## src/logic/lpm_pkg.sv

```systemverilog
/*
 * Constants, register map and types of the low-power mode controller.
 * Assumes one 250 MHz clock and an AXI4-Lite master for register access.
 */
// Functional notes
// Level release: leave deep-stop on high stop pin; pin high at command starts warm-up.
// Once warm-up starts, a low stop pin does not restart deep-stop.
// Edge to level switch takes effect only after a stop pin rising edge.
// Edge release: a rising stop pin edge ends deep-stop.
// Edge release: deep-stop is entered even with the stop pin high.
// Deep-stop turns the oscillator off and halts everything; state is held.
// Release first enables the oscillator, then runs warm-up before execution.
// Internal operation stays halted for the whole warm-up.
// Warm-up length comes from a 2-bit field with four settings.
// Warm-up counts: 3*2^16, 2^16, 3*2^14, 2^14 oscillator cycles.
// Warm-up is counted from the oscillator clock via the divider; the code counts aclk cycles in warm_reg, not via the divider.
// Prescaler and timing divider are cleared before restart.
// Execution resumes after the instruction that started deep-stop.
// Reset low during deep-stop ends it at once, no warm-up.
// Software disables interrupts before stop and clears stale latches after.
// CPU-sleep halts CPU and watchdog; peripherals keep running.
// CPU-sleep holds memory, registers, status word and port latches.
// During CPU-sleep the program counter sits two bytes past the sleep instruction.
// Software clears master enable, sets enables, then writes the sleep bit.
// Leaving CPU-sleep clears the sleep bit and restores the previous mode.
// Reset low ends CPU-sleep; execution restarts in single-clock mode.
// Master enable 0: enabled interrupt wakes without being serviced.
// After a non-vectored wake software clears the waking latch.
// Master enable 1: enabled interrupt wakes and is serviced first.
// A watchdog interrupt just before sleep is serviced and sleep is skipped.
// The stop pin is watched by a detector that needs no oscillator; the code samples it with synchronisers clocked by aclk.
package lpm_pkg;
	localparam int unsigned AXI_AW = 4;
	localparam logic [AXI_AW-1:0] CTRL1_OFFSET  = 4'h0;
	localparam logic [AXI_AW-1:0] CTRL2_OFFSET  = 4'h4;
	localparam logic [AXI_AW-1:0] STATUS_OFFSET = 4'h8;
	// Control one fields
	localparam int unsigned C1_STOP_BIT = 7;
	localparam int unsigned C1_RELSEL_BIT = 6;
	localparam int unsigned C1_OUTEN_BIT = 4;
	localparam int unsigned C1_WARMUP_LSB = 2;
	// Control two fields
	localparam int unsigned C2_XEN_BIT  = 7;
	localparam int unsigned C2_IDLE_BIT = 4;
	localparam logic [7:0] CTRL1_RESET = 8'h00;
	localparam logic [7:0] CTRL2_RESET = 8'h80;
	// Warm-up in oscillator cycles of the 250 MHz clock
	localparam int unsigned WARMUP_W = 18;
	localparam logic [WARMUP_W-1:0] WARMUP_CODE0 = 18'h30000;
	localparam logic [WARMUP_W-1:0] WARMUP_CODE1 = 18'h10000;
	localparam logic [WARMUP_W-1:0] WARMUP_CODE2 = 18'h0C000;
	localparam logic [WARMUP_W-1:0] WARMUP_CODE3 = 18'h04000;
	localparam int unsigned PRESCALE_W = 8;
	localparam logic [1:0] RESP_OKAY   = 2'h0;
	localparam logic [1:0] RESP_SLVERR = 2'h2;
	localparam int unsigned IRQ_W = 8;

	typedef enum logic [1:0] {
		LPM_RUN,
		LPM_STOP,
		LPM_WARMUP,
		LPM_SLEEP
	} lpm_state_type;

	typedef struct packed {
		logic                cpu_halt;
		logic                wdog_halt;
		logic                periph_halt;
		logic                osc_enable;
		logic                divider_clear;
		logic                resume_pulse;
		logic                service_irq;
	} lpm_ctrl_type;
endpackage : lpm_pkg

```

## src/logic/lpm_controller.sv

```systemverilog
/*
 * Deep-stop and CPU-sleep sequencer with an AXI4-Lite register slave.
 * Assumes the stop pin and reset pin arrive asynchronously; irq flags are synchronous.
 */
// The AXI4-Lite slave port and the placing of the registers were left to the implementer.
`timescale 1ns/100ps
`default_nettype none
module lpm_controller (
	input  wire logic                           aclk,
	input  wire logic                           aresetn,
	input  wire logic [lpm_pkg::AXI_AW-1:0]     s_axi_awaddr,
	input  wire logic                           s_axi_awvalid,
	output logic                                s_axi_awready,
	input  wire logic [31:0]                    s_axi_wdata,
	input  wire logic [3:0]                     s_axi_wstrb,
	input  wire logic                           s_axi_wvalid,
	output logic                                s_axi_wready,
	output logic [1:0]                          s_axi_bresp,
	output logic                                s_axi_bvalid,
	input  wire logic                           s_axi_bready,
	input  wire logic [lpm_pkg::AXI_AW-1:0]     s_axi_araddr,
	input  wire logic                           s_axi_arvalid,
	output logic                                s_axi_arready,
	output logic [31:0]                         s_axi_rdata,
	output logic [1:0]                          s_axi_rresp,
	output logic                                s_axi_rvalid,
	input  wire logic                           s_axi_rready,
	input  wire logic                           stop_pin,
	input  wire logic                           reset_pin_n,
	input  wire logic                           master_irq_enable,
	input  wire logic [lpm_pkg::IRQ_W-1:0]      irq_enable_flags,
	input  wire logic [lpm_pkg::IRQ_W-1:0]      irq_latches,
	input  wire logic                           watchdog_irq,
	output lpm_pkg::lpm_ctrl_type               ctrl,
	output logic [lpm_pkg::PRESCALE_W-1:0]      prescaler
);
	logic [7:0] ctrl1_reg, ctrl1_next;
	logic [7:0] ctrl2_reg, ctrl2_next;
	lpm_pkg::lpm_state_type state_reg, state_next;
	logic [lpm_pkg::WARMUP_W-1:0] warm_reg, warm_next;
	logic [lpm_pkg::PRESCALE_W-1:0] presc_reg;
	logic stop_s1_reg, stop_s2_reg, stop_s3_reg;
	logic rst_s1_reg, rst_s2_reg;
	logic level_mode_reg;
	logic resume_reg, service_reg;
	logic aw_hold_reg, w_hold_reg, bvalid_reg, rvalid_reg;
	logic [lpm_pkg::AXI_AW-1:0] awaddr_reg;
	logic [31:0] wdata_reg, rdata_reg;
	logic [1:0] bresp_reg, rresp_reg;

	// Stop pin and reset pin synchronisers
	always_ff @(posedge aclk) begin
		stop_s1_reg <= stop_pin;
		stop_s2_reg <= stop_s1_reg;
		stop_s3_reg <= stop_s2_reg;
		rst_s1_reg  <= reset_pin_n;
		rst_s2_reg  <= rst_s1_reg;
	end

	wire stop_high = stop_s2_reg;
	wire stop_rise = stop_s2_reg & ~stop_s3_reg;
	wire pin_reset = ~rst_s2_reg;
	wire release_sel = ctrl1_reg[lpm_pkg::C1_RELSEL_BIT];
	wire stop_cmd  = ctrl1_reg[lpm_pkg::C1_STOP_BIT];
	wire sleep_cmd = ctrl2_reg[lpm_pkg::C2_IDLE_BIT];
	wire [1:0] warmup_select = ctrl1_reg[lpm_pkg::C1_WARMUP_LSB +: 2];
	wire wake_irq  = |(irq_enable_flags & irq_latches);

	// Level mode engages only after a rising edge once selected
	always_ff @(posedge aclk) begin
		if (!aresetn || pin_reset) begin
			level_mode_reg <= 1'b0;
		end else if (!release_sel) begin
			level_mode_reg <= 1'b0;
		end else if (stop_rise) begin
			level_mode_reg <= 1'b1;
		end
	end

	wire [lpm_pkg::WARMUP_W-1:0] warm_load =
		(warmup_select == 2'h0) ? lpm_pkg::WARMUP_CODE0 :
		(warmup_select == 2'h1) ? lpm_pkg::WARMUP_CODE1 :
		(warmup_select == 2'h2) ? lpm_pkg::WARMUP_CODE2 : lpm_pkg::WARMUP_CODE3;

	// Synchronous edge/level detector on the free-running fabric clock
	wire release_evt = level_mode_reg ? stop_high : stop_rise;

	// Bus write accepted only while running
	logic wstrb0_reg;
	wire s_axi_wstrb_q = wstrb0_reg;
	wire bus_wr = aw_hold_reg & w_hold_reg & ~bvalid_reg & (state_reg == lpm_pkg::LPM_RUN);

	always_comb begin
		state_next = state_reg;
		warm_next  = warm_reg;
		ctrl1_next = ctrl1_reg;
		ctrl2_next = ctrl2_reg;
		unique case (state_reg)
			lpm_pkg::LPM_RUN: begin
				if (stop_cmd) begin
					warm_next = warm_load;
					if (level_mode_reg && stop_high) begin
						state_next = lpm_pkg::LPM_WARMUP;
					end else begin
						state_next = lpm_pkg::LPM_STOP;
					end
				end else if (sleep_cmd) begin
					if (watchdog_irq) begin
						ctrl2_next[lpm_pkg::C2_IDLE_BIT] = 1'b0;
					end else begin
						state_next = lpm_pkg::LPM_SLEEP;
					end
				end
			end
			lpm_pkg::LPM_STOP: begin
				if (release_evt) begin
					state_next = lpm_pkg::LPM_WARMUP;
				end
			end
			lpm_pkg::LPM_WARMUP: begin
				// Pin level ignored here
				if (warm_reg <= 18'h00001) begin
					state_next = lpm_pkg::LPM_RUN;
					ctrl1_next[lpm_pkg::C1_STOP_BIT] = 1'b0;
				end else begin
					warm_next = warm_reg - 18'h00001;
				end
			end
			lpm_pkg::LPM_SLEEP: begin
				if (wake_irq) begin
					state_next = lpm_pkg::LPM_RUN;
					ctrl2_next[lpm_pkg::C2_IDLE_BIT] = 1'b0;
				end
			end
		endcase
		if (bus_wr && awaddr_reg == lpm_pkg::CTRL1_OFFSET && s_axi_wstrb_q) begin
			ctrl1_next = wdata_reg[7:0];
		end
		if (bus_wr && awaddr_reg == lpm_pkg::CTRL2_OFFSET && s_axi_wstrb_q) begin
			ctrl2_next = wdata_reg[7:0];
		end
	end

	always_ff @(posedge aclk) begin
		if (!aresetn || pin_reset) begin
			state_reg <= lpm_pkg::LPM_RUN;
			warm_reg  <= '0;
			ctrl1_reg <= lpm_pkg::CTRL1_RESET;
			ctrl2_reg <= lpm_pkg::CTRL2_RESET;
		end else begin
			state_reg <= state_next;
			warm_reg  <= warm_next;
			ctrl1_reg <= ctrl1_next;
			ctrl2_reg <= ctrl2_next;
		end
	end

	// Prescaler frozen in stop, cleared before restart
	always_ff @(posedge aclk) begin
		if (!aresetn || state_reg == lpm_pkg::LPM_WARMUP) begin
			presc_reg <= '0;
		end else if (state_reg != lpm_pkg::LPM_STOP) begin
			presc_reg <= presc_reg + 8'h01;
		end
	end

	// Resume and service pulses on return to run
	always_ff @(posedge aclk) begin
		if (!aresetn) begin
			resume_reg  <= 1'b0;
			service_reg <= 1'b0;
		end else begin
			resume_reg  <= (state_reg != lpm_pkg::LPM_RUN) && (state_next == lpm_pkg::LPM_RUN)
				&& !pin_reset;
			service_reg <= (state_reg == lpm_pkg::LPM_SLEEP) && (state_next == lpm_pkg::LPM_RUN)
				&& master_irq_enable && !pin_reset;
		end
	end

	wire in_stop = (state_reg == lpm_pkg::LPM_STOP) || (state_reg == lpm_pkg::LPM_WARMUP);
	wire osc_on  = (state_reg != lpm_pkg::LPM_STOP) && ctrl2_reg[lpm_pkg::C2_XEN_BIT];
	assign ctrl = '{
		cpu_halt:      in_stop || (state_reg == lpm_pkg::LPM_SLEEP),
		wdog_halt:     in_stop || (state_reg == lpm_pkg::LPM_SLEEP),
		periph_halt:   in_stop,
		osc_enable:    osc_on,
		divider_clear: (state_reg == lpm_pkg::LPM_WARMUP),
		resume_pulse:  resume_reg,
		service_irq:   service_reg
	};
	assign prescaler = presc_reg;

	// AXI4-Lite write channel
	always_ff @(posedge aclk) begin
		if (!aresetn) begin
			aw_hold_reg <= 1'b0;
			w_hold_reg  <= 1'b0;
			bvalid_reg  <= 1'b0;
			awaddr_reg  <= '0;
			wdata_reg   <= '0;
			wstrb0_reg  <= 1'b0;
			bresp_reg   <= lpm_pkg::RESP_OKAY;
		end else begin
			if (s_axi_awvalid && s_axi_awready) begin
				aw_hold_reg <= 1'b1;
				awaddr_reg  <= s_axi_awaddr;
			end
			if (s_axi_wvalid && s_axi_wready) begin
				w_hold_reg <= 1'b1;
				wdata_reg  <= s_axi_wdata;
				wstrb0_reg <= s_axi_wstrb[0];
			end
			if (bus_wr) begin
				aw_hold_reg <= 1'b0;
				w_hold_reg  <= 1'b0;
				bvalid_reg  <= 1'b1;
				bresp_reg   <= (awaddr_reg == lpm_pkg::CTRL1_OFFSET
					|| awaddr_reg == lpm_pkg::CTRL2_OFFSET) ? lpm_pkg::RESP_OKAY
					: lpm_pkg::RESP_SLVERR;
			end else if (bvalid_reg && s_axi_bready) begin
				bvalid_reg <= 1'b0;
			end
		end
	end
	assign s_axi_awready = ~aw_hold_reg & ~bvalid_reg;
	assign s_axi_wready  = ~w_hold_reg & ~bvalid_reg;
	assign s_axi_bvalid  = bvalid_reg;
	assign s_axi_bresp   = bresp_reg;

	// AXI4-Lite read channel
	wire [31:0] status_word = {28'h0000000, level_mode_reg, stop_high, state_reg};
	wire [31:0] rd_mux =
		(s_axi_araddr == lpm_pkg::CTRL1_OFFSET)  ? {24'h000000, ctrl1_reg} :
		(s_axi_araddr == lpm_pkg::CTRL2_OFFSET)  ? {24'h000000, ctrl2_reg} :
		(s_axi_araddr == lpm_pkg::STATUS_OFFSET) ? status_word : 32'h00000000;
	wire rd_ok = (s_axi_araddr == lpm_pkg::CTRL1_OFFSET) || (s_axi_araddr == lpm_pkg::CTRL2_OFFSET)
		|| (s_axi_araddr == lpm_pkg::STATUS_OFFSET);
	always_ff @(posedge aclk) begin
		if (!aresetn) begin
			rvalid_reg <= 1'b0;
			rdata_reg  <= '0;
			rresp_reg  <= lpm_pkg::RESP_OKAY;
		end else if (s_axi_arvalid && s_axi_arready) begin
			rvalid_reg <= 1'b1;
			rdata_reg  <= rd_mux;
			rresp_reg  <= rd_ok ? lpm_pkg::RESP_OKAY : lpm_pkg::RESP_SLVERR;
		end else if (rvalid_reg && s_axi_rready) begin
			rvalid_reg <= 1'b0;
		end
	end
	assign s_axi_arready = ~rvalid_reg;
	assign s_axi_rvalid  = rvalid_reg;
	assign s_axi_rdata   = rdata_reg;
	assign s_axi_rresp   = rresp_reg;

	// Checks
	property p_stop_osc_off;
		@(posedge aclk) disable iff (!aresetn)
		state_reg == lpm_pkg::LPM_STOP |-> !ctrl.osc_enable && ctrl.periph_halt;
	endproperty
	a_stop_osc_off: assert property (p_stop_osc_off) else $error("osc on in stop");

	property p_warm_halted;
		@(posedge aclk) disable iff (!aresetn)
		state_reg == lpm_pkg::LPM_WARMUP |-> ctrl.cpu_halt && ctrl.divider_clear;
	endproperty
	a_warm_halted: assert property (p_warm_halted) else $error("not halted in warm-up");

	property p_no_restop;
		@(posedge aclk) disable iff (!aresetn || pin_reset)
		state_reg == lpm_pkg::LPM_WARMUP |=> state_reg != lpm_pkg::LPM_STOP;
	endproperty
	a_no_restop: assert property (p_no_restop) else $error("stop re-entered");

	property p_edge_release;
		@(posedge aclk) disable iff (!aresetn || pin_reset)
		state_reg == lpm_pkg::LPM_STOP && !level_mode_reg && stop_rise
			|=> state_reg == lpm_pkg::LPM_WARMUP;
	endproperty
	a_edge_release: assert property (p_edge_release) else $error("edge release missed");

	property p_reset_exit;
		@(posedge aclk) disable iff (!aresetn)
		pin_reset |=> state_reg == lpm_pkg::LPM_RUN;
	endproperty
	a_reset_exit: assert property (p_reset_exit) else $error("reset did not exit");

	property p_sleep_wake;
		@(posedge aclk) disable iff (!aresetn || pin_reset)
		state_reg == lpm_pkg::LPM_SLEEP && wake_irq
			|=> state_reg == lpm_pkg::LPM_RUN && !ctrl2_reg[lpm_pkg::C2_IDLE_BIT];
	endproperty
	a_sleep_wake: assert property (p_sleep_wake) else $error("sleep wake failed");

	property p_sleep_periph;
		@(posedge aclk) disable iff (!aresetn)
		state_reg == lpm_pkg::LPM_SLEEP |-> ctrl.cpu_halt && ctrl.wdog_halt && !ctrl.periph_halt;
	endproperty
	a_sleep_periph: assert property (p_sleep_periph) else $error("sleep halt wrong");

	property p_wdog_skip;
		@(posedge aclk) disable iff (!aresetn || pin_reset)
		state_reg == lpm_pkg::LPM_RUN && sleep_cmd && !stop_cmd && watchdog_irq
			|=> state_reg != lpm_pkg::LPM_SLEEP;
	endproperty
	a_wdog_skip: assert property (p_wdog_skip) else $error("sleep entered on watchdog");

	property p_level_release;
		@(posedge aclk) disable iff (!aresetn || pin_reset)
		state_reg == lpm_pkg::LPM_STOP && level_mode_reg && stop_high
			|=> state_reg == lpm_pkg::LPM_WARMUP;
	endproperty
	a_level_release: assert property (p_level_release) else $error("level release missed");

	property p_level_direct;
		@(posedge aclk) disable iff (!aresetn || pin_reset)
		state_reg == lpm_pkg::LPM_RUN && stop_cmd && level_mode_reg && stop_high
			|=> state_reg == lpm_pkg::LPM_WARMUP;
	endproperty
	a_level_direct: assert property (p_level_direct) else $error("no direct warm-up");

	property p_edge_enter;
		@(posedge aclk) disable iff (!aresetn || pin_reset)
		state_reg == lpm_pkg::LPM_RUN && stop_cmd && !level_mode_reg
			|=> state_reg == lpm_pkg::LPM_STOP;
	endproperty
	a_edge_enter: assert property (p_edge_enter) else $error("stop not entered");

	property p_level_wait;
		@(posedge aclk) disable iff (!aresetn)
		!level_mode_reg && !stop_rise |=> !level_mode_reg;
	endproperty
	a_level_wait: assert property (p_level_wait) else $error("level mode too early");

	property p_warm_count;
		@(posedge aclk) disable iff (!aresetn || pin_reset)
		state_reg == lpm_pkg::LPM_WARMUP && warm_reg > 18'h00001
			|=> state_reg == lpm_pkg::LPM_WARMUP && warm_reg == $past(warm_reg) - 18'h00001;
	endproperty
	a_warm_count: assert property (p_warm_count) else $error("warm-up count broken");

	property p_warm_end;
		@(posedge aclk) disable iff (!aresetn || pin_reset)
		state_reg == lpm_pkg::LPM_WARMUP && warm_reg <= 18'h00001
			|=> state_reg == lpm_pkg::LPM_RUN && !stop_cmd && ctrl.resume_pulse;
	endproperty
	a_warm_end: assert property (p_warm_end) else $error("no resume after warm-up");

	property p_presc_clear;
		@(posedge aclk) disable iff (!aresetn)
		state_reg == lpm_pkg::LPM_WARMUP |=> prescaler == '0;
	endproperty
	a_presc_clear: assert property (p_presc_clear) else $error("prescaler not cleared");

	property p_stop_hold;
		@(posedge aclk) disable iff (!aresetn || pin_reset)
		state_reg == lpm_pkg::LPM_STOP |=> $stable(prescaler) && $stable(ctrl2_reg);
	endproperty
	a_stop_hold: assert property (p_stop_hold) else $error("state changed in stop");

	property p_sleep_hold;
		@(posedge aclk) disable iff (!aresetn || pin_reset)
		state_reg == lpm_pkg::LPM_SLEEP |=> $stable(ctrl1_reg);
	endproperty
	a_sleep_hold: assert property (p_sleep_hold) else $error("registers moved in sleep");

	property p_sleep_enter;
		@(posedge aclk) disable iff (!aresetn || pin_reset)
		state_reg == lpm_pkg::LPM_RUN && sleep_cmd && !stop_cmd && !watchdog_irq
			|=> state_reg == lpm_pkg::LPM_SLEEP;
	endproperty
	a_sleep_enter: assert property (p_sleep_enter) else $error("sleep not entered");

	property p_wake_service;
		@(posedge aclk) disable iff (!aresetn || pin_reset)
		state_reg == lpm_pkg::LPM_SLEEP && wake_irq
			|=> ctrl.resume_pulse && ctrl.service_irq == $past(master_irq_enable);
	endproperty
	a_wake_service: assert property (p_wake_service) else $error("wake service wrong");

	property p_pin_reset_regs;
		@(posedge aclk) disable iff (!aresetn)
		pin_reset |=> ctrl1_reg == lpm_pkg::CTRL1_RESET && ctrl2_reg == lpm_pkg::CTRL2_RESET
			&& !ctrl.resume_pulse;
	endproperty
	a_pin_reset_regs: assert property (p_pin_reset_regs) else $error("reset left state");
endmodule : lpm_controller
`default_nettype wire

```

## config.mk

```make
export PLATFORM = sky130hd
export DESIGN_NAME = lpm_controller
export DESIGN_NICKNAME = d
export VERILOG_FILES = /design/src/logic/lpm_pkg.sv /design/src/logic/lpm_controller.sv
export SDC_FILE = /design/constraint.sdc
export NUM_CORES = 1
export LEC_CHECK = 0
export CORE_MARGIN = 2
export CORE_UTILIZATION = 30
export DETAILED_ROUTE_END_ITERATION = 6
export DONT_BUFFER_PORTS = 1
export PLACE_DENSITY_LB_ADDON = 0.08
export SETUP_SLACK_MARGIN = 0.1
export SLEW_MARGIN = 20
export SYNTH_ARGS = -nofsm -noshare
export SYNTH_HDL_FRONTEND = slang
export SYNTH_SLANG_ARGS = --single-unit
```

## constraint.sdc

```tcl
create_clock -name aclk -period 3 [get_ports aclk]
set_input_delay 0.15 -clock aclk [delete_from_list [all_inputs] [get_ports aclk]]
set_output_delay 0.15 -clock aclk [all_outputs]
set_load 0.01 [all_outputs]
```

==> results of run 1 <==
-- kinds of logic (layout without fill, tap and decap cells) --
family          count (synthesis)  after routing  synth area share
flops                          79             79            0.4159
buf+inv                        64             54           0.09608
xor+xnor                       13             13           0.02994
compound gates                 99             99            0.1764
other cells                     1             26         0.0009862
mux                             8              8           0.02106
fa+ha+maj                       8              8           0.02633
simple gates                  181            181            0.2333
-- cell usage in the layout (no fill, tap or decap), drive strengths merged, types with 3 or more instances in the layout --
cell type    Yosys  routed
dfxtp           79      79
nand2           64      64
a21oi           39      39
nor2            31      31
conb             1      26
nor3            22      22
dlygate4sd3      0      19
nor2b           17      17
clkbuf          18      14
inv             10      10
xor2            10      10
a21boi          10      10
buf             36       9
nand3            8       8
mux2i            8       8
o211ai           8       8
ha               8       8
nor4             7       7
nand2b           6       6
or4              6       6
o21ai            6       6
o21a             5       5
o31ai            5       5
a22oi            4       4
o31a             4       4
and2             3       3
xnor2            3       3
nand4            3       3
o21ba            3       3
or3              3       3
o41ai            3       3
-- metal layers --
metal / global-route usage / up-vias / wire length [um]
li1: - / 1544 / -
met1: 0.1807 / 1384 / 4379
met2: 0.2298 / 89 / 4258
met3: 0.05916 / 14 / 606
met4: 0.04000 / 0 / 122
met5: 0 / - / 0
-- how the worst max path moves through the flow --
stage / from / endpoint / slack (ps) / cells after the start
2_1_floorplan: state_reg[0]$_SDFF_PP0_ / warm_reg[13]$_SDFFE_PP0P_ / 680 / 9
3_3_place_gp: warm_reg[4]$_SDFFE_PP0P_ / warm_reg[5]$_SDFFE_PP0P_ / 470 / 6
3_5_place_dp: warm_reg[4]$_SDFFE_PP0P_ / warm_reg[5]$_SDFFE_PP0P_ / 410 / 6
4_1_cts: warm_reg[4]$_SDFFE_PP0P_ / warm_reg[5]$_SDFFE_PP0P_ / 400 / 6
5_1_grt: warm_reg[4]$_SDFFE_PP0P_ / warm_reg[4]$_SDFFE_PP0P_ / 270 / 6
6_report: warm_reg[4]$_SDFFE_PP0P_ / warm_reg[5]$_SDFFE_PP0P_ / 410 / 6
-- layout make-up --
| cell class | instances | area, sq um |
|---|---|---|
| multi-input combinational | 335 | 1949 |
| timing repair buffer | 28 | 257.7 |
| fill | 1332 | 8164 |
| clock buffer | 14 | 274.0 |
| tap | 172 | 215.2 |
| sequential | 79 | 1582 |
| inverter | 10 | 37.54 |
| clock inverter | 2 | 37.54 |
-- power groups by stage --
stage / Combinational (mW) / Sequential, mW / Clock [mW]
after floorplan: 0.127 / 1.12 / 0
after global placement: 0.111 / 1.13 / 0
after detailed placement: 0.113 / 1.13 / 0
after CTS: 0.137 / 1.10 / 1.18
after global routing: 0.157 / 1.11 / 1.22
final: 0.136 / 1.10 / 1.14
==> metrics.txt, run 1 <==
HP Class in2reg; Rows 41; dpl hpwl ~6700 um; IO buf count 0; Final ANT Viol Nets 0; first-pass GRT wire length about 15,000 um; Cell Int Power 1.844 mW; Post-synth ARST share 0; number of synthesized flops with an enable pin 0; hold_buf cts 19; critical path arrival ~2800 ps; Peak Freq between 0.3 and 0.4 GHz; Slowest cell on crit path or4_1; post-synth cell types 54; sum of buffers and inverters on the critical path 1; Worst Setup Path Type reg2reg; period utilisation layout 0.8632; Worst Reg2Reg Path Length in Cells 6; hold path depth 2; die area between 0.01 and 0.015 sq mm; design area 0.004353 sq mm; placed cell area about 0.0039 sq mm; initial core utilization 0.3038; switching share of power 0.2251; hold_sp s_axi_bready; dpl cells 605; largest net degree at the start of global routing 27; Worst-path clk slew ~60 ps; Worst Skew 5.691 ps; detailed-route DRC error count 0; vias between 3,000 and 4,000; CTS tree done; status completed; Seq pwr share 0.464; Placement Setup Slack a little over 400 ps; WL final between 9000 and 10,000 um; Setup WS post-layout 410.4 ps; quantity of gates resized following cts 0; peak supply drop around 0.34 mV; top post-synthesis cells by area dfxtp_1 (42%), buf_4 (6.3%), nand2_1 (6.3%); Post-Syn Area between 0.003 and 0.004 sq mm; gr ovfl total 0; die width 116.6 um; initial DRC count between 100 and 150; Max transition margin 0.4404; final setup fails 0; CP required between 3000 and 4000 ps; initial antenna violation count 0; register-to-register setup slack around 410 ps; I/O Pins 127; CTS root buffer clkbuf_16; CTS buffer count 9; share of the synthesized area in the top cell type 0.4159; Avg Inst Size Synth between 8 and 9 sq um; Yosys Warn Count 0; Fin. Hold Viols 0; Slew @ Worst Pin ~840 ps; vias per cell about 4.7; Layout Cells excl Fill 640; Layout Nets about 540; Clock Path Buffers 2; Clock Power Share 0.479; total power between 2 and 2.5 mW; worst hold slack between 20 and 30 ps; critical path cell sequence or4_1 -> nand4bb_1 -> o21ai_1 -> buf_4 -> nor4_1 -> o21ba_2; max FFs per register 18; postcts setup bufs 0; startpoint types flop; Hold Path Sink s_axi_bvalid$_SDFFE_PN0P_; Die Span Y ~120 um; crit-path max FO 9; cell with the most instances after synthesis dfxtp_1; total negative slack 0 ps; Period minus WS final ~2600 ps; H-tree levels 3; Switch Pwr roughly 540 uW; post-layout util 0.3478; cell taking the most area after synthesis dfxtp_1; Max-Cap Viols 0; Combinational Power Share 0.057; gr usage total 0.1442; sequential-to-total area share from yosys stat 0.4159; layout cell share with drive strength beyond 1 0.07479; detailed-router iteration count before antenna repair 4; Commonest cells post-synth dfxtp_1 (79), nand2_1 (64), a21oi_1 (39), buf_4 (32), nor2_1 (31); worst reg2reg startpoint warm_reg[4]$_SDFFE_PP0P_; vias in the first global route between 2,000 and 3,000; post-DR wirelength/cell about 15 um; RePlAce Congestion 0.7270; PwrDens ~550 mW/mm^2; critical path's largest stage delay 660 ps; synthesized flop and latch total 79; CP delay by family, top simple AND/OR/NAND/NOR gates; unrepaired setup endpoints after global routing false; Setup crit end kind flop; FF-to-FF End warm_reg[5]$_SDFFE_PP0P_; Final Slew Violations 0; dominant synthesized flop cell dfxtp_1; layout overhead on the synthesized area 14.48%; CTS Sinks 79; core area approximately 0.013 sq mm; Post-Syn Instances around 450; ant diodes 0; worst skew pair latency ~340 ps; LEAKAGE roughly 1.6 nW
No activity file was read; power rests on OpenSTA's default activity.
==> run 2: changes to the inputs <==
--- a/config.mk
+++ b/config.mk
@@ -9,6 +9,7 @@
 export CORE_UTILIZATION = 30
 export DETAILED_ROUTE_END_ITERATION = 6
 export DONT_BUFFER_PORTS = 1
+export HOLD_SLACK_MARGIN = 0.1
 export PLACE_DENSITY_LB_ADDON = 0.08
 export SETUP_SLACK_MARGIN = 0.1
 export SLEW_MARGIN = 20
==> constraint.sdc (replaced) <==
create_clock -name aclk -period 3.25 [get_ports aclk]
set_input_delay 0.1625 -clock aclk [delete_from_list [all_inputs] [get_ports aclk]]
set_output_delay 0.1625 -clock aclk [all_outputs]
set_load 0.01 [all_outputs]
==> metrics.txt, run 2 (synthesis gave the netlist of run 1 again) <==
largest net degree at the start of global routing 27 (unchanged); die area 0.01359 sq mm (unchanged); commonest non-fill, non-tap cell in the layout dfxtp_1 (unchanged); layout overhead on the synthesized area 15.04% (was 14.48%); dpl hpwl 6752 um (was 6724 um); Slowest cell on crit path or4_2 (was or4_1); ant diodes 0 (unchanged); Layout fillers 1,339 (was 1,332); Layout Cells excl Fill 640 (unchanged); post-layout util 0.3495 (was 0.3478); Cell Int Power 1.743 mW (was 1.844 mW); total power 2.268 mW (was 2.380 mW); die width 116.6 um (unchanged); CTS root buffer clkbuf_16 (unchanged); period utilisation layout 0.7711 (was 0.8632); sum of buffers and inverters on the critical path 4 (was 1); worst hold slack 159.6 ps (was 29.15 ps); crit-path max FO 12 (was 9); dpl cells 604 (was 605); peak supply drop 0.2471 mV (was 0.3368 mV); Placement Setup Slack 770.3 ps (was 412.0 ps); initial antenna violation count 0 (unchanged); critical path arrival 2770 ps (was 2830 ps); Rows 41 (unchanged); CTS Sinks 79 (unchanged); Clock Power Share 0.495 (was 0.479); Worst-path clk slew 60 ps (about the same); Period minus WS final 2506 ps (was 2590 ps); most used cell, CP buf_4; first-pass GRT wire length 15,280 um (was 14,850 um); Setup WS post-layout 744.1 ps (was 410.4 ps); PwrDens 518.4 mW/mm^2 (was 546.8 mW/mm^2); Clock Path Buffers 2 (unchanged); H-tree levels 3 (unchanged); quantity of gates resized following cts 0 (unchanged); Slew @ Worst Pin 830.7 ps (was 837.4 ps); worst skew pair latency 340 ps (about the same); Switch Pwr 524.4 uW (was 535.9 uW); CP delay by family, top buffers and inverters (was simple AND/OR/NAND/NOR gates); detailed-route DRC error count 0 (unchanged); vias in the first global route 3,015 (was 2,857); Final Slew Violations 0 (unchanged); layout cell share with drive strength beyond 1 0.07692 (was 0.07479); unrepaired setup endpoints after global routing false (unchanged); CTS buffer count 9 (unchanged); RePlAce Congestion 0.7358 (was 0.7270); Setup crit end kind flop (unchanged); Worst Setup Path Type reg2reg (unchanged); post-DR wirelength/cell 14.73 um (was 14.63 um); Peak Freq 0.3991 GHz (was 0.3862 GHz); HP Class in2reg (unchanged); max FFs per register 18 (unchanged); Combinational Power Share 0.056 (was 0.057); initial core utilization 0.3038 (unchanged); detailed-router iteration count before antenna repair 4 (unchanged); critical path cell sequence inv_1 -> ha_1 -> buf_4 -> nand3_1 -> buf_4 -> o21ai_1 -> buf_4 -> or4_2 -> a21oi_1 (was or4_1 -> nand4bb_1 -> o21ai_1 -> buf_4 -> nor4_1 -> o21ba_2); Max transition margin 0.4449 (was 0.4404); WL final 9429 um (was 9366 um); vias per cell 4.744 (was 4.736); switching share of power 0.2312 (was 0.2251); Max-Cap Viols 0 (unchanged); vias 3,036 (was 3,031); design area 0.004374 sq mm (was 0.004353 sq mm); Worst Skew 7.913 ps (was 5.691 ps); LEAKAGE 1.623 nW (was 1.606 nW); final setup fails 0 (unchanged); critical path's largest stage delay 600 ps (was 660 ps); I/O Pins 127 (unchanged); IO buf count 0 (unchanged); Layout Nets 542 (unchanged); hold_buf cts 20 (was 19); core area 0.01252 sq mm (unchanged); Final ANT Viol Nets 0 (unchanged); gr usage total 0.1462 (was 0.1442); gr ovfl total 0 (unchanged); placed cell area 0.003844 sq mm (was 0.003851 sq mm); register-to-register setup slack 740 ps (was 410 ps); Fin. Hold Viols 0 (unchanged); CTS tree done (unchanged); total negative slack 0 ps (unchanged); postcts setup bufs 0 (unchanged); status completed (unchanged); startpoint types flop (unchanged); initial DRC count 108 (was 127); Seq pwr share 0.449 (was 0.464); most frequent cells in the layout dfxtp_1 (79), nand2_1 (64), a21oi_1 (39) (unchanged); Die Span Y 116.6 um (unchanged); CP required 3520 ps (was 3240 ps)
run 2: area by class of cell:
class / instances / area, sq um / share of cell area
well taps: 172 / 215.2 / 0.04920
repair buffers: 28 / 260.3 / 0.05950
flip-flops and latches: 79 / 1582 / 0.3616
multi-input cells: 335 / 1949 / 0.4457
clock inverters: 6 / 91.34 / 0.02088
clock buffers: 10 / 239.0 / 0.05463
inverters: 10 / 37.54 / 0.008581
run 2: power by group through the flow:
| stage | Combinational (mW) | Sequential, mW | Clock (mW) |
|---|---|---|---|
| after CTS | 0.127 | 1.02 | 1.15 |
| after floorplan | 0.117 | 1.03 | 0 |
| after detailed placement | 0.104 | 1.04 | 0 |
| final | 0.126 | 1.02 | 1.12 |
| after global routing | 0.147 | 1.02 | 1.20 |
| after global placement | 0.103 | 1.04 | 0 |
run 2: path summary, 6_finish.rpt:
check                                from                   endpoint  cells after the start
setup / recovery  state_reg[0]$_SDFF_PP0_   warm_reg[8]$_SDFFE_PP0P_                      9
hold / removal                    aresetn  prescaler[2]$_SDFFE_PP0N_                      2
setup reg to reg  state_reg[0]$_SDFF_PP0_   warm_reg[8]$_SDFFE_PP0P_                      9
hold reg to reg       stop_s1_reg$_DFF_P_          stop_high$_DFF_P_                      0
run 2: layer usage:
| metal | up-vias | routed length, um | track usage | share of wire |
|---|---|---|---|---|
| met2 | 86 | 4245 | 0.2314 | 0.45 |
| met3 | 9 | 530 | 0.03581 | 0.056 |
| met5 | - | 0 | 0 | 0 |
| met4 | 0 | 135 | 0.05647 | 0.014 |
| met1 | 1396 | 4518 | 0.1928 | 0.48 |
| li1 | 1545 | - | - | - |
==> run 3: changes to the inputs <==
--- a/config.mk
+++ b/config.mk
@@ -5,6 +5,7 @@
 export SDC_FILE = /design/constraint.sdc
 export NUM_CORES = 1
 export LEC_CHECK = 0
+export ABC_AREA = 1
 export CORE_MARGIN = 2
 export CORE_UTILIZATION = 30
 export DETAILED_ROUTE_END_ITERATION = 6
==> constraint.sdc (replaced) <==
create_clock -name aclk -period 2.6 [get_ports aclk]
set_input_delay 0.13 -clock aclk [delete_from_list [all_inputs] [get_ports aclk]]
set_output_delay 0.13 -clock aclk [all_outputs]
set_load 0.01 [all_outputs]
==> metrics.txt, run 3 <==
critical path arrival 2460 ps (was 2770 ps); status completed (unchanged); Peak Freq 0.4521 GHz (was 0.3991 GHz); cell with the most instances after synthesis dfxtp_1 (unchanged); layout cell share with drive strength beyond 1 0.1143 (was 0.07692); vias per cell 4.534 (was 4.744); I/O Pins 127 (unchanged); PwrDens 639.2 mW/mm^2 (was 518.4 mW/mm^2); first-pass GRT wire length 15,970 um (was 15,280 um); final setup fails 0 (unchanged); Layout fillers 1,381 (was 1,339); Max transition margin 0.4655 (was 0.4449); WL final 9709 um (was 9429 um); initial core utilization 0.3037 (was 0.3038); Final ANT Viol Nets 0 (unchanged); post-DR wirelength/cell 13.35 um (was 14.73 um); most frequent cells in the layout dfxtp_1 (79), nand2_1 (69), nor2_1 (64) (was dfxtp_1 (79), nand2_1 (64), a21oi_1 (39)); share of the synthesized area in the top cell type 0.3980 (was 0.4159); hold_buf cts 22 (was 20); crit-path max FO 12 (unchanged); max FFs per register 18 (unchanged); Yosys Warn Count 0 (unchanged); Post-Syn Area 0.003974 sq mm (was 0.003802 sq mm); top post-synthesis cells by area dfxtp_1 (40%), o21ai_0 (6.5%), nand2_1 (6.5%) (was dfxtp_1 (42%), buf_4 (6.3%), nand2_1 (6.3%)); initial antenna violation count 0 (unchanged); peak supply drop 0.2332 mV (was 0.2471 mV); Clock Path Buffers 2 (unchanged); vias 3,296 (was 3,036); gr ovfl total 0 (unchanged); startpoint types flop (unchanged); CTS Sinks 79 (unchanged); ant diodes 0 (unchanged); Slowest cell on crit path ha_1 (was or4_2); hold_sp s_axi_awvalid (was aresetn); worst reg2reg startpoint state_reg[0]$_SDFF_PP0_ (unchanged); LEAKAGE 1.898 nW (was 1.623 nW); IO buf count 0 (unchanged); Layout Cells excl Fill 727 (was 640); Die Span Y 119.1 um (was 116.6 um); vias in the first global route 3,037 (was 3,015); unrepaired setup endpoints after global routing false (unchanged); layout overhead on the synthesized area 14.99% (was 15.04%); dpl hpwl 6997 um (was 6752 um); Avg Inst Size Synth 7.540 sq um (was 8.394 sq um); Commonest cells post-synth dfxtp_1 (79), nand2_1 (69), nor2_1 (64), inv_1 (53), o21ai_0 (52) (was dfxtp_1 (79), nand2_1 (64), a21oi_1 (39), buf_4 (32), nor2_1 (31)); Slew @ Worst Pin 799.2 ps (was 830.7 ps); Worst Setup Path Type reg2reg (unchanged); cell taking the most area after synthesis dfxtp_1 (unchanged); gr usage total 0.1440 (was 0.1462); critical path's largest stage delay 440 ps (was 600 ps); CTS buffer count 9 (unchanged); total negative slack 0 ps (unchanged); number of synthesized flops with an enable pin 0 (unchanged); detailed-route DRC error count 0 (unchanged); Layout Nets 625 (was 542); sequential-to-total area share from yosys stat 0.3980 (was 0.4159); commonest non-fill, non-tap cell in the layout dfxtp_1 (unchanged); die width 119.1 um (was 116.6 um); worst skew pair latency 350 ps (was 340 ps); CTS root buffer clkbuf_16 (unchanged); Final Slew Violations 0 (unchanged); HP Class in2reg (unchanged); post-synth cell types 43 (was 54); Setup crit end kind flop (unchanged); detailed-router iteration count before antenna repair 5 (was 4); dominant synthesized flop cell dfxtp_1 (unchanged); period utilisation layout 0.8508 (was 0.7711); H-tree levels 3 (unchanged); Rows 42 (was 41); Worst-path clk slew 70 ps (was 60 ps); core area 0.01309 sq mm (was 0.01252 sq mm); quantity of gates resized following cts 0 (unchanged); Post-Syn Instances 527 (was 453); Worst Skew 7.150 ps (was 7.913 ps); initial DRC count 115 (was 108); critical path cell sequence inv_1 -> ha_1 -> nand3_2 -> inv_1 -> nand3_1 -> nand2_1 -> o21ai_0 -> nor2_1 -> nor2_1 (was inv_1 -> ha_1 -> buf_4 -> nand3_1 -> buf_4 -> o21ai_1 -> buf_4 -> or4_2 -> a21oi_1); RePlAce Congestion 0.7949 (was 0.7358); Max-Cap Viols 0 (unchanged); crit path launch state_reg[0]$_SDFF_PP0_ (unchanged); largest net degree at the start of global routing 26 (was 27); postcts setup bufs 0 (unchanged); synthesized flop and latch total 79 (unchanged); Fin. Hold Viols 0 (unchanged); Period minus WS final 2212 ps (was 2506 ps); die area 0.01418 sq mm (was 0.01359 sq mm); CP required 2840 ps (was 3520 ps); dpl cells 689 (was 604); CTS tree done (unchanged); Post-synth ARST share 0 (unchanged)
-- run 3: cell types whose count changed in the layout (fill, tap and decap cells not counted), moves of 8 or more --
cell / delta
inv_1: +43
nor3_1: -12
nor2b_1: -17
o21ai_0: +48
o221ai_1: +8
a21oi_2: +9
a21boi_0: -10
mux2i_1: -8
o211ai_1: -8
nand2_2: +11
nand3_1: +15
nor2_1: +33
-- run 3: layout make-up --
cell class / count / area, sq um / area share
tap: 176 / 220.2 / 0.04819
clock inverter: 6 / 97.59 / 0.02136
timing repair buffer: 28 / 265.3 / 0.05805
sequential: 79 / 1582 / 0.3461
clock buffer: 10 / 239.0 / 0.05230
multi-input combinational: 371 / 1948 / 0.4263
inverter: 57 / 217.7 / 0.04765
-- run 3: layer usage --
metal / global-route usage / wire length (um)
met5: 0 / 0
met4: 0.06473 / 184
met3: 0.03688 / 445
met2: 0.2152 / 4186
met1: 0.1946 / 4893
-- run 3: critical path: cells and delay by family, from the launching register on --
kind / cells / cell delay (ps)
buf+inv: 2 / 280
fa+ha+maj: 1 / 440
compound gates: 1 / 120
flops: 1 / 360
simple gates: 5 / 910
-- run 3: kinds of logic after synthesis --
| group | synth area share |
|---|---|
| adders and majority gates | 0.02519 |
| buffers and inverters | 0.1354 |
| other | 0.0009437 |
| and+or+nand+nor | 0.2522 |
| DFF | 0.3980 |
| xor gates and xnor gates | 0.01763 |
| AOI/OAI and AO/OA | 0.1707 |
-- run 3: path summary, 6_finish.rpt --
kind	to	slack (ps)	depth (start not counted)
setup / recovery	ctrl2_reg[4]$_SDFFE_PP0P_	390	9
hold / removal	awaddr_reg[0]$_SDFFE_PN0P_	140	3
setup reg to reg	ctrl2_reg[4]$_SDFFE_PP0P_	390	9
hold reg to reg	stop_high$_DFF_P_	330	0
-- run 3: power by group --
group,internal [mW],switching [mW]
clock,0.884,0.553
sequential,1.26,0.0392
combinational,0.0692,0.120
-- run 3: through the flow --
| step | total power [mW] | worst slack, ps | area [sq um] | hold slack (ps) | util |
|---|---|---|---|---|---|
| after detailed placement | 1.482 | 399.2 | 4013 | 157.8 | 0.3067 |
| after floorplan | 1.473 | 991.9 | 4068 | 157.7 | - |
| after global routing | 3.065 | 159.4 | 4569 | 162.7 | 0.3492 |
| after global placement | 1.480 | 458.8 | 4013 | 157.8 | 0.3067 |
| after CTS | 2.971 | 376.2 | 4569 | 136.1 | 0.3492 |
| final | 2.921 | 388.0 | 4569 | 135.5 | 0.3492 |
